<file path="src/drfr_map.vh">
// Constants of the drive fault auto restart sequencer.
// Contract
// - Restart only after faults of the restartable set.
// - Every restart begins with a forced speed search.
// - Baseblock for the wait time, then check faults.
// - Maximum restart count accepts 0 to 10.
// - At maximum count, stop and latch fault.
// - Ten fault-free minutes after restart clear counter.
// - Manual reset or power cycle clears counter.
// - Count rotating attempts, not skipped ones.
// - Fault output during restart follows its selection.
// - Mode 0 waits time limit, faults when expired.
// - Mode 1 spaces attempts by interval time; code waits it only while a fault remains at the check.
// - Mode 0 counts only successful restarts.
// - Mode 1 counts every attempt, stops past maximum.
// - Undervoltage restarts only with ride-through set 1.
// - Output function code 1e signals restart enabled.
`ifndef DRFR_MAP_VH
`define DRFR_MAP_VH

// Register byte offsets on the Wishbone bus.
`define DRFR_ADR_CFG      8'h00
`define DRFR_ADR_BBWAIT   8'h04
`define DRFR_ADR_TLIMIT   8'h08
`define DRFR_ADR_IVAL     8'h0c
`define DRFR_ADR_DOUT     8'h10
`define DRFR_ADR_CMD      8'h14
`define DRFR_ADR_STATUS   8'h18

// Configuration field positions.
`define DRFR_CFG_MAX_LSB  0
`define DRFR_CFG_FOUT     4
`define DRFR_CFG_MODE     5
`define DRFR_CFG_RT_LSB   6
`define DRFR_CFG_SSEL     8
`define DRFR_CMD_RESET    0

// Limits and reset values; times are in tenths of a second.
`define DRFR_MAX_LIMIT    4'ha
`define DRFR_MAX_RST      4'h0
`define DRFR_BBWAIT_RST   16'h0005
`define DRFR_TLIMIT_RST   16'h0064
`define DRFR_TLIMIT_MIN   16'h0005
`define DRFR_TLIMIT_MAX   16'h0708
`define DRFR_IVAL_RST     16'h0064
`define DRFR_IVAL_MIN     16'h0005
`define DRFR_IVAL_MAX     16'h1770
`define DRFR_RT_ON        2'h1
`define DRFR_FUNC_RESTART 8'h1e
`define DRFR_FUNC_FAULT   8'h0e

// Timing base: clock rate, tick length and counter clear time.
`define DRFR_CLK_HZ       20000000
`define DRFR_TICK_MS      100
`define DRFR_TICK_CYC     ((`DRFR_CLK_HZ / 1000) * `DRFR_TICK_MS)
`define DRFR_CLEAR_S      600
`define DRFR_CLEAR_TICKS  (`DRFR_CLEAR_S * 1000 / `DRFR_TICK_MS)

// Fault vector bit positions.
`define DRFR_F_GROUND     0
`define DRFR_F_OPENPH     1
`define DRFR_F_OVERCUR    2
`define DRFR_F_OVERHEAT   3
`define DRFR_F_MOTOR_OL   4
`define DRFR_F_DRIVE_OL   5
`define DRFR_F_OTORQ1     6
`define DRFR_F_OTORQ2     7
`define DRFR_F_OVERVOLT   8
`define DRFR_F_PHLOSS     9
`define DRFR_F_BRK_RES    10
`define DRFR_F_BRK_TRN    11
`define DRFR_F_UNDERVOLT  12
`define DRFR_F_PULLOUT    13
`define DRFR_NFAULT       14

`endif

</file>
<file path="src/drfr_timer.v">
// Loadable down counter used for ticks and sequence timing.
`default_nettype none
module drfr_timer #(
   parameter W = 16                   // Counter width.
) (
   input  wire         clk_i,         // System clock.
   input  wire         rst_i,         // Synchronous reset.
   input  wire         load_i,        // Load the start value.
   input  wire [W-1:0] val_i,         // Start value.
   input  wire         en_i,          // Count one step.
   output wire         done_o         // Counter stands at zero.
);
   reg [W-1:0] cnt_q;                 // Remaining steps.

   // Load wins over counting; the counter rests at zero.
   always @(posedge clk_i) begin
      if (rst_i) begin
         cnt_q <= {W{1'b0}};
      end else if (load_i) begin
         cnt_q <= val_i;
      end else if (en_i && (cnt_q != {W{1'b0}})) begin
         cnt_q <= cnt_q - 1'b1;
      end
   end

   assign done_o = (cnt_q == {W{1'b0}});
endmodule // drfr_timer
`default_nettype wire

</file>
<file path="src/drfr_top.v">
// Drive fault auto restart sequencer with a Wishbone register slave.
`include "drfr_map.vh"
`default_nettype none
module drfr_top #(
   parameter TICK_CYC   = `DRFR_TICK_CYC,    // Clocks per 0.1 s tick.
   parameter CLR_TICKS  = `DRFR_CLEAR_TICKS  // Ticks of fault-free run.
) (
   input  wire        clk_i,                 // System clock, 20 MHz.
   input  wire        rst_i,                 // Synchronous reset.
   input  wire        wb_cyc_i,              // Wishbone cycle.
   input  wire        wb_stb_i,              // Wishbone strobe.
   input  wire        wb_we_i,               // Wishbone write.
   input  wire [7:0]  wb_adr_i,              // Byte address.
   input  wire [3:0]  wb_sel_i,              // Byte enables.
   input  wire [31:0] wb_dat_i,              // Write data.
   output reg  [31:0] wb_dat_o,              // Read data.
   output reg         wb_ack_o,              // Acknowledge.
   input  wire [13:0] fault_i,               // Restartable fault flags.
   input  wire        other_fault_i,         // Any other major fault.
   input  wire        run_cmd_i,             // Forward or reverse command.
   input  wire        search_done_i,         // Speed search succeeded.
   output reg         baseblock_o,           // Output blocked.
   output reg         speed_search_o,        // Forced speed search.
   output reg         fault_relay_o,         // Fault relay contact.
   output reg         locked_o,              // Fault latched.
   output reg  [2:0]  dout_o                 // Digital outputs 1 to 3.
);
   localparam TW = 21;                       // Tick prescaler width.
   localparam [31:0]   TICK_FULL = TICK_CYC - 1;   // Reload at full width.
   localparam [31:0]   CLR_FULL  = CLR_TICKS;      // Clear time, full width.
   // Both counts are cut to their counter widths on purpose.
   localparam [TW-1:0] TICK_RL   = TICK_FULL[TW-1:0];
   localparam [12:0]   CLR_VAL   = CLR_FULL[12:0];

   // Sequencer states.
   localparam [2:0] S_RUN  = 3'h0;           // Normal operation.
   localparam [2:0] S_BB   = 3'h1;           // Baseblock wait.
   localparam [2:0] S_CHK  = 3'h2;           // Fault self check.
   localparam [2:0] S_SRCH = 3'h3;           // Restart by speed search.
   localparam [2:0] S_WAIT = 3'h4;           // Wait between attempts.
   localparam [2:0] S_LOCK = 3'h5;           // Manual reset needed.

   reg  [3:0]  max_q;                        // Maximum restart count.
   reg         fout_q;                       // Fault output selection.
   reg         mode_q;                       // Counting mode.
   reg  [1:0]  rt_q;                         // Ride-through selection.
   reg         ssel_q;                       // Speed search selection.
   reg  [15:0] bbwait_q;                     // Baseblock wait time.
   reg  [15:0] tlimit_q;                     // Restart time limit.
   reg  [15:0] ival_q;                       // Restart interval time.
   reg  [23:0] dsel_q;                       // Output function codes.
   reg  [3:0]  cnt_q;                        // Restart counter.
   reg  [3:0]  cnt_d;                        // Next restart counter.
   reg  [2:0]  state_q;                      // Sequencer state.
   reg  [2:0]  state_d;                      // Next sequencer state.
   reg  [13:0] flt_q;                        // Fault that began it.
   reg         expired_q;                    // Mode 0 time limit passed.
   reg         expired_d;                    // Next expiry flag.
   reg         armed_q;                      // Clear timer running.
   reg  [15:0] tmr_val;                      // State timer start value.
   reg  [31:0] rd_d;                         // Read mux result.
   reg         ren;                          // Restart enabled level.
   reg  [2:0]  dout_d;                       // Next digital outputs.
   integer     k;                            // Output loop index.

   wire        acc = wb_cyc_i & wb_stb_i & ~wb_ack_o; // Bus access.
   wire        wr  = acc & wb_we_i;          // Write access.
   wire        man_rst;                      // Reset key pushed.
   wire        tick;                         // One 0.1 s tick.
   wire        tmr_done;                     // State timer expired.
   wire        clr_done;                     // Clear timer expired.
   wire        tmr_load = (state_d != state_q); // Restart state timer.
   wire        success;                      // Restart succeeded.
   wire [13:0] rmask;                        // Restartable set mask.
   wire [13:0] rflt;                         // Restartable faults now.
   wire        any_flt;                      // Any fault present.

   // Undervoltage only counts as restartable with ride-through set 1.
   assign rmask = {14{1'b1}} &
                  ~((rt_q != `DRFR_RT_ON) ?
                    (14'h0001 << `DRFR_F_UNDERVOLT) : 14'h0000);
   assign rflt    = fault_i & rmask;
   assign any_flt = (|fault_i) | other_fault_i;
   assign man_rst = wr && (wb_adr_i == `DRFR_ADR_CMD) && wb_sel_i[0] &&
                    wb_dat_i[`DRFR_CMD_RESET];
   assign success = (state_q == S_SRCH) && search_done_i && !any_flt;

   // Free running prescaler that reloads itself at zero.
   drfr_timer #(.W(TW)) u_tick (
      .clk_i  (clk_i),
      .rst_i  (rst_i),
      .load_i (tick),
      .val_i  (TICK_RL),
      .en_i   (1'b1),
      .done_o (tick)
   );

   // Per-state timer, loaded on every state change.
   drfr_timer #(.W(16)) u_state (
      .clk_i  (clk_i),
      .rst_i  (rst_i),
      .load_i (tmr_load),
      .val_i  (tmr_val),
      .en_i   (tick),
      .done_o (tmr_done)
   );

   // Fault-free run timer started by each successful restart.
   drfr_timer #(.W(13)) u_clear (
      .clk_i  (clk_i),
      .rst_i  (rst_i),
      .load_i (success),
      .val_i  (CLR_VAL),
      .en_i   (tick),
      .done_o (clr_done)
   );

   // Timer start value for the state being entered.
   always @* begin
      tmr_val = 16'h0000;
      if (state_d == S_BB) begin
         tmr_val = bbwait_q;
      end else if (state_d == S_WAIT) begin
         tmr_val = mode_q ? ival_q : tlimit_q;
      end
   end

   // Next state and counter. A new fault ends the search at once.
   always @* begin
      state_d   = state_q;
      cnt_d     = cnt_q;
      expired_d = expired_q;
      case (state_q)
         S_RUN: begin
            expired_d = 1'b0;
            if (other_fault_i || (|(fault_i & ~rmask))) begin
               state_d = S_LOCK;
            end else if (|rflt) begin
               if ((max_q == 4'h0) || (cnt_q >= max_q)) begin
                  state_d = S_LOCK;
               end else begin
                  state_d = S_BB;
               end
            end
         end
         S_BB: begin
            if (tmr_done) begin
               state_d = S_CHK;
            end
         end
         S_CHK: begin
            // The self check waits until the run command is gone.
            if (!run_cmd_i) begin
               if (any_flt) begin
                  // No rotation was tried, so nothing is counted.
                  if (!mode_q && expired_q) begin
                     state_d = S_LOCK;
                  end else begin
                     state_d = S_WAIT;
                  end
               end else if (mode_q && (cnt_q >= max_q)) begin
                  state_d = S_LOCK;
               end else begin
                  state_d = S_SRCH;
                  if (mode_q) begin
                     cnt_d = cnt_q + 4'h1;
                  end
               end
            end
         end
         S_SRCH: begin
            if (any_flt) begin
               state_d = S_BB;
            end else if (search_done_i) begin
               state_d = S_RUN;
               if (!mode_q) begin
                  cnt_d = cnt_q + 4'h1;
               end
            end
         end
         S_WAIT: begin
            if (tmr_done) begin
               state_d   = S_CHK;
               expired_d = ~mode_q;
            end
         end
         S_LOCK: begin
            if (man_rst) begin
               state_d = S_RUN;
            end
         end
         default: begin
            state_d = S_LOCK;
         end
      endcase
      // Counter clearing overrides counting.
      if (man_rst || (armed_q && clr_done)) begin
         cnt_d = 4'h0;
      end
   end

   // Sequencer registers; reset stands for a control power cycle.
   always @(posedge clk_i) begin
      if (rst_i) begin
         state_q   <= S_RUN;
         cnt_q     <= 4'h0;
         expired_q <= 1'b0;
         flt_q     <= 14'h0000;
         armed_q   <= 1'b0;
      end else begin
         state_q   <= state_d;
         cnt_q     <= cnt_d;
         expired_q <= expired_d;
         if ((state_q == S_RUN) && (state_d != S_RUN)) begin
            flt_q <= fault_i;
         end
         // A new fault stops the fault-free run clock.
         if (success) begin
            armed_q <= 1'b1;
         end else if (any_flt || clr_done) begin
            armed_q <= 1'b0;
         end
      end
   end

   // Output levels decoded from the next state so they leave a flop.
   always @* begin
      ren = (state_d == S_BB) || (state_d == S_CHK) ||
            (state_d == S_SRCH) || (state_d == S_WAIT);
      dout_d = 3'h0;
      for (k = 0; k < 3; k = k + 1) begin
         if (dsel_q[k*8 +: 8] == `DRFR_FUNC_RESTART) begin
            dout_d[k] = ren;
         end else if (dsel_q[k*8 +: 8] == `DRFR_FUNC_FAULT) begin
            dout_d[k] = (state_d == S_LOCK) || (ren && fout_q);
         end
      end
   end

   // Drive outputs, all registered.
   always @(posedge clk_i) begin
      if (rst_i) begin
         baseblock_o    <= 1'b0;
         speed_search_o <= 1'b0;
         fault_relay_o  <= 1'b0;
         locked_o       <= 1'b0;
         dout_o         <= 3'h0;
      end else begin
         baseblock_o    <= (state_d != S_RUN) && (state_d != S_SRCH);
         // Search is forced whatever the selection bit holds.
         speed_search_o <= (state_d == S_SRCH);
         fault_relay_o  <= (state_d == S_LOCK) || (ren && fout_q);
         locked_o       <= (state_d == S_LOCK);
         dout_o         <= dout_d;
      end
   end

   // Register writes; out-of-range settings are clamped.
   always @(posedge clk_i) begin
      if (rst_i) begin
         max_q    <= `DRFR_MAX_RST;
         fout_q   <= 1'b0;
         mode_q   <= 1'b0;
         rt_q     <= 2'h0;
         ssel_q   <= 1'b0;
         bbwait_q <= `DRFR_BBWAIT_RST;
         tlimit_q <= `DRFR_TLIMIT_RST;
         ival_q   <= `DRFR_IVAL_RST;
         dsel_q   <= 24'h000000;
      end else if (wr) begin
         if (wb_adr_i == `DRFR_ADR_CFG) begin
            if (wb_sel_i[0]) begin
               if (wb_dat_i[3:0] > `DRFR_MAX_LIMIT) begin
                  max_q <= `DRFR_MAX_LIMIT;
               end else begin
                  max_q <= wb_dat_i[3:0];
               end
               fout_q <= wb_dat_i[`DRFR_CFG_FOUT];
               mode_q <= wb_dat_i[`DRFR_CFG_MODE];
               rt_q   <= wb_dat_i[`DRFR_CFG_RT_LSB +: 2];
            end
            if (wb_sel_i[1]) begin
               ssel_q <= wb_dat_i[`DRFR_CFG_SSEL];
            end
         end else if (wb_adr_i == `DRFR_ADR_BBWAIT) begin
            if (wb_sel_i[1:0] == 2'h3) begin
               bbwait_q <= wb_dat_i[15:0];
            end
         end else if (wb_adr_i == `DRFR_ADR_TLIMIT) begin
            if (wb_sel_i[1:0] == 2'h3) begin
               if (wb_dat_i[15:0] < `DRFR_TLIMIT_MIN) begin
                  tlimit_q <= `DRFR_TLIMIT_MIN;
               end else if (wb_dat_i[15:0] > `DRFR_TLIMIT_MAX) begin
                  tlimit_q <= `DRFR_TLIMIT_MAX;
               end else begin
                  tlimit_q <= wb_dat_i[15:0];
               end
            end
         end else if (wb_adr_i == `DRFR_ADR_IVAL) begin
            if (wb_sel_i[1:0] == 2'h3) begin
               if (wb_dat_i[15:0] < `DRFR_IVAL_MIN) begin
                  ival_q <= `DRFR_IVAL_MIN;
               end else if (wb_dat_i[15:0] > `DRFR_IVAL_MAX) begin
                  ival_q <= `DRFR_IVAL_MAX;
               end else begin
                  ival_q <= wb_dat_i[15:0];
               end
            end
         end else if (wb_adr_i == `DRFR_ADR_DOUT) begin
            if (wb_sel_i[0]) begin
               dsel_q[7:0] <= wb_dat_i[7:0];
            end
            if (wb_sel_i[1]) begin
               dsel_q[15:8] <= wb_dat_i[15:8];
            end
            if (wb_sel_i[2]) begin
               dsel_q[23:16] <= wb_dat_i[23:16];
            end
         end
      end
   end

   // Read mux; unmapped addresses answer with zero.
   always @* begin
      rd_d = 32'h00000000;
      if (wb_adr_i == `DRFR_ADR_CFG) begin
         rd_d[8:0] = {ssel_q, rt_q, mode_q, fout_q, max_q};
      end else if (wb_adr_i == `DRFR_ADR_BBWAIT) begin
         rd_d[15:0] = bbwait_q;
      end else if (wb_adr_i == `DRFR_ADR_TLIMIT) begin
         rd_d[15:0] = tlimit_q;
      end else if (wb_adr_i == `DRFR_ADR_IVAL) begin
         rd_d[15:0] = ival_q;
      end else if (wb_adr_i == `DRFR_ADR_DOUT) begin
         rd_d[23:0] = dsel_q;
      end else if (wb_adr_i == `DRFR_ADR_STATUS) begin
         rd_d[29:0] = {flt_q, 7'h00, fault_relay_o, locked_o,
                       state_q, cnt_q};
      end
   end

   // Single-wait Wishbone answer: ack one cycle after the strobe.
   always @(posedge clk_i) begin
      if (rst_i) begin
         wb_ack_o <= 1'b0;
         wb_dat_o <= 32'h00000000;
      end else begin
         wb_ack_o <= acc;
         if (acc && !wb_we_i) begin
            wb_dat_o <= rd_d;
         end
      end
   end
endmodule // drfr_top
`default_nettype wire

</file>
<file path="config.mk">
export PLATFORM = sky130hd
export DESIGN_NAME = drfr_top
export DESIGN_NICKNAME = d
export VERILOG_FILES = /design/src/drfr_timer.v /design/src/drfr_top.v
export VERILOG_INCLUDE_DIRS = /design/src /design/src/src
export SDC_FILE = /design/constraint.sdc
export NUM_CORES = 1
export LEC_CHECK = 0
export BUFFER_PORTS_ARGS = -buffer_cell sky130_fd_sc_hd__buf_2
export CAP_MARGIN = 5
export CORE_MARGIN = 2
export CORE_UTILIZATION = 30
export CTS_CLUSTER_DIAMETER = 100
export CTS_CLUSTER_SIZE = 10
export DETAILED_ROUTE_END_ITERATION = 16
export PLACE_DENSITY = 0.52
export SYNTH_ARGS = -nofsm -noshare
export SYNTH_HDL_FRONTEND = slang
export SYNTH_SLANG_ARGS = --single-unit
</file>
<file path="constraint.sdc">
create_clock -name clk_i -period 3.1 [get_ports clk_i]
set_input_delay 0.155 -clock clk_i [delete_from_list [all_inputs] [get_ports clk_i]]
set_output_delay 0.155 -clock clk_i [all_outputs]
set_load 0.03 [all_outputs]
</file>
---- After elaboration in Yosys (flattened, before gate mapping) ----
Index checks and enable logic that the tools add are counted.
cells by class
  mux-type cells .......................... 56
  reduce and logical (&&, ||, !) cells .... 58
  bitwise logic cells ..................... 14
  $add $sub $neg .......................... 4
  eq/ne operators ......................... 34
  magnitude comparators ................... 5
operators by type and width
  cell                                                          count
  two-way mux 16 bit                                            12
  two-way mux 21 bit                                            3
  == test 8 x 5 -> 1 bit (second input constant)                6
  two-way mux 14 bit                                            3
  OR reduction 14 bit                                           3
  == test 8 x 4 -> 1 bit (second input constant)                5
  two-way mux 13 bit                                            3
  two-way mux 4 bit                                             8
  two-way mux 3 bit                                             10
  two-way mux 30 bit                                            1
  AND 14 bit                                                    2
  two-way mux 24 bit                                            1
  zero test 21 bit                                              1
  AND reduction 7 bit                                           3
  nonzero test 21 bit                                           1
  subtractor 21 x 1 -> 21 bit (second input constant)           1
  > comparator 16 x 11 -> 1 bit (second input constant)         1
  > comparator 16 x 13 -> 1 bit (second input constant)         1
  zero test 16 bit                                              1
  less-than comparator 16 x 3 -> 1 bit (second input constant)  1
  != test 2 bit (second input constant)                         8
  nonzero test 16 bit                                           1
  subtractor 16 x 1 -> 16 bit (second input constant)           1
  case mux 3 bit (5 select lines)                               1
  39 further kinds                                              93
word-level totals
  flip-flop bits (word level) ............. 192
  output and inout bits ................... 40
  logic and storage cells ................. 199
  input port bits ......................... 66

---- Logic depth before layout (Yosys ltp) ----
  word-level depth ........................ 17
  depth in mapped cells ................... 11
  mapped depth without buffers ............ 10

---- Modules after synthesis ----
From an unflattened synthesis, not the netlist that was laid out.
unflattened totals
  cells, all modules ...................... 1122
  area, all modules ....................... 9859.5 um2
by module, submodules not included
  module                 cells an instance  instances  area an instance (um2)  seq. area each (um2)
  drfr_top               760                1          6806.5                  2842.7
  drfr_timer at u_tick   148                1          1275.0                  420.4
  drfr_timer at u_state  114                1          944.7                   320.3
  drfr_timer at u_clear  100                1          833.3                   260.2

---- Worst setup path before layout ----
No wires, ideal clock.
  kind .................................... flip-flop to flip-flop
  start ................................... register u_tick.cnt_q[0]
  end ..................................... register u_state.cnt_q[13]
  path buffers ............................ 1
  data required time ...................... 2.962 ns
  arrival ................................. 2.652 ns
  period minus slack after synthesis ...... 2.790 ns
  library setup time ...................... 0.138 ns
  cell stages (with the launch flop) ...... 12
  setup slack ............................. 0.310 ns
  cells stage by stage .................... dfxtp_1 > inv_1 > ha_1 > nor4b_2 > nand4_2 > or4_1 > buf_2 > or4b_4 > or3_1 > xnor2_1 > o21ai_1 > a31oi_1
between the ends
  cells in the longest elaborated chain, start to end .. 3
ends and longest elaborated chain
  what                          line             RTL
  start: declaration            drfr_timer.v:13  reg [W-1:0] cnt_q;
  start signal: assignment      drfr_timer.v:18  cnt_q <= {W{1'b0}};
  start signal: assignment      drfr_timer.v:20  cnt_q <= val_i;
  start signal: assignment      drfr_timer.v:22  cnt_q <= cnt_q - 1'b1;
  zero test 21 bit              drfr_timer.v:26  assign done_o = (cnt_q == {W{1'b0}});
  logical AND 1 bit             drfr_timer.v:21  end else if (en_i && (cnt_q != {W{1'b0}})) begin
  nonzero test 2 bit (no line)  --
  end signal: assignment        drfr_timer.v:18
  end signal: assignment        drfr_timer.v:20
  end signal: assignment        drfr_timer.v:22
  end: declaration              drfr_timer.v:13
No other way between the ends.
A chain may end at the register's enable or synchronous reset.

---- Worst setup path in the final report ----
Same ends and word-level chain as after synthesis.

==> metrics.yaml <==
die:
  die_w_um: 176
  num_rows: 62
  pin_count: 106
  start_util: 0.307
  die_h_um: 176
  dieArea_um2: 31000
  core_area_um2: 28900
logic_synthesis:
  syn_avg_cell_area_um2: 8.46
  syn_inst: 1048
  synth_edf_count: 0
  synth.cell_area_um2: 8870
  synthSimpleGateAreaFrac: 0.248
  synth_top_family_by_area: "simple AND/OR/NAND/NOR gates"
  yosysTopAreaCellShare: 0.433
  synth_cell_types: 70
  synthArstFlopShare: 0
  synth_seq_cells: 192
  synthAdderAreaFrac: 0.0113
  yosysWarnings: 0
  synth_area_leaders: "dfxtp_1 43%, nor2_1 5.8%, nand2_1 4.5%"
  ys_seq_area_frac: 0.433
  synth-compound-area-share: 0.164
  muxShareOfSynthArea: 0.0587
  synthFlopType: "dfxtp_1"
  yosys.area.top_type: "dfxtp_1"
  synth-xor-area-share: 0.0464
drt:
  wl_met1_um: 12900
  via_per_inst: 5.26
  highest_layer: "met5"
  routedWlPerCell_um: 17.6
  drt-initial-drc-count: 757
  wl_met2_um: 11900
  num_vias: 8153
  route.met3.wl_um: 1690
  wirelength_um: 27200
  drc: 0
  postRouteAntennaNets: 0
  dr.pass1.iters: 6
layout:
  drive_above_1_share: 0.167
  fin_cells: 1550
  final_common_cell: "dfxtp_1"
  final_nets: 1228
  final_cell_mix: "192 x dfxtp_1, 138 x nor2_1, 106 x nand2_1, 93 x buf_2, 74 x a21oi_1"
  fill_cells: 2979
  syn_to_final_growth_pct: 20.6
  antennaDiodeCount: 0
place:
  place_congestion: 0.818
  hpwlAfterDp_um: 18800
  place_inst: 1494
  port_buffers: 94
worst_setup_path:
  arrival_ns: 3.26
  start_kind: "flop"
  crit_chain: "inv_1, ha_1, nor4b_2, nand4_2, or4_1, or4b_4, or3_1, xnor2_1, o21ai_1, a31oi_1"
  end_kind: "flop"
  worstSetupPathType: "reg -> reg"
  cp.required_ns: 3.46
  reg2reg_from: "u_tick.cnt_q[0]$_SDFF_PP0_"
  cp_slowest_cell: "or4b_4"
  crit_path_start: "u_tick.cnt_q[0]$_SDFF_PP0_"
  slowest_delay_ns: 0.60
  crit_fanout: 5
cts:
  cts_buffers: 17
  path_clk_slew_ns: 0.07
  clk_path_buf_depth: 2
  cts_tree: "built"
  clock_latency_ns: 0.45
  root_buffer: "clkbuf_16"
  cts_sinks: 192
  cts_max_level: 4
sta:
  rsz0062_at_grt: "no"
  fin_crit_ns: 2.91
  hold_viol_final: 0
  slew_headroom: 0.367
  worst_pin_slew_ns: 0.937
  max_freq_mhz: 344
  timing.final.crit_share: 0.937
  finClkSkew_ns: 0.0149
  slew_violations: 0
  setup_viol: 0
  fin_tns_setup_ns: 0
grt:
  antenna_found_initial: 1
  grt_max_degree: 136
  grt_use_total: 0.180
  grt_pass1_wl_um: 43800
  grt-ovfl-total: 0
  grt_pass1_vias: 8028
power:
  peakVddDrop_uv: 405
  leakage_nw: 4.14
  powerDensity_nw_per_um2: 752
hold_path:
  hold_start: "wb_cyc_i"
  worstHoldPathType: "in -> reg"
flow_run:
  maxCapViolCount: 0
outcome:
  status: "complete, no violations"
[repair_timing]
action | in CTS | in global routing
setup buffers | 0 | 0
hold buffers | 25 | 0
endpoints found under the hold margin | 28 | 0
resized for setup | 0 | 3
setup endpoints to repair | 0 | 11
[synthesized netlist by cell type (all sizes together), types with 6 or more instances]
cell type	number
o22ai	6
nand4	6
nor4b	7
nand2b	6
or4	6
xnor2	27
nand2	106
mux2i	34
buf	11
nand3	56
a222oi	17
and3	12
nor3	39
or2	6
a31oi	14
clkbuf	57
xor2	20
o21ai	34
ha	8
a211oi	13
dfxtp	192
nor2	139
inv	17
or3	13
nor4	21
a22oi	15
mux2	16
a221oi	17
a21oi	74
[worst paths after layout]
path / end / slack [ns] / cells past startpoint
setup / recovery: u_state.cnt_q[13]$_SDFFE_PP0P_ / 0.19 / 10
hold / removal: wb_ack_o$_SDFF_PP0_ / 0.02 / 3
setup reg to reg: u_state.cnt_q[13]$_SDFFE_PP0P_ / 0.19 / 10
hold reg to reg: u_tick.cnt_q[0]$_SDFF_PP0_ / 0.47 / 1
[area by class of cell]
class                      instances  area, µm²  share of cell area
clock buffer                      19        433              0.0405
clock inverter                    12        160              0.0150
inverter                          17       63.8             0.00596
multi-input combinational        772       4720               0.441
sequential                       192       3840               0.359
tap                              384        480              0.0449
timing repair buffer             154        998              0.0933
[where the power goes]
part	total [mW]	switching (mW)	internal [mW]
sequential	3.05	0.299	2.75
clock	2.29	1.01	1.28
combinational	2.71	1.59	1.12
[registers in the layout (all words and copies together), names as in the netlist, 2 cells and up]
name / count
flt_q: 14
bbwait_q: 16
dout_o: 3
state_q: 3
tlimit_q: 16
wb_dat_o: 30
dsel_q: 24
cnt_q: 4
rt_q: 2
u_tick.cnt_q: 21
max_q: 4
u_state.cnt_q: 16
ival_q: 16
u_clear.cnt_q: 13
[through the flow]
| stage | area, µm² | setup slack [ns] | util | hold WS [ns] | total power, mW |
|---|---|---|---|---|---|
| 2_1_floorplan | 8870 | 0.310 | - | 0.279 | 4.99 |
| 3_3_place_gp | 9850 | 0.241 | 0.340 | 0.386 | 5.71 |
| 3_5_place_dp | 9850 | 0.223 | 0.340 | 0.393 | 5.74 |
| 4_1_cts | 10700 | 0.173 | 0.369 | 0.000325 | 8.08 |
| 5_1_grt | 10700 | 0.00483 | 0.370 | 0.0220 | 8.55 |
| 6_report | 10700 | 0.194 | 0.370 | 0.0161 | 8.05 |
[worst max-delay path, delay by kind of cell (launching register included)]
| kind | cells | cell delay, ns |
|---|---|---|
| and+or+nand+nor | 5 | 1.79 |
| DFF | 1 | 0.33 |
| AOI/OAI and AO/OA | 2 | 0.27 |
| adders and majority gates | 1 | 0.22 |
| xor gates and xnor gates | 1 | 0.14 |
| buffers and inverters | 1 | 0.07 |
[per-layer routing]
metal	global-route usage	up-vias
met2	0.283	231
met4	0.0630	2
met5	0	-
met3	0.0409	37
li1	-	4013
met1	0.243	3870
[cell families (layout without fill, tap and decap cells)]
group,count (synthesis),count (layout)
adder cells (fa/ha/maj),8,8
XOR/XNOR,47,47
buffers and inverters,85,202
multiplexers,50,50
AND/OR/NAND/NOR,446,446
other,1,2
AO/OA/AOI/OAI,219,219
flip-flops,192,192
Power figures use the tool's default switching activity.
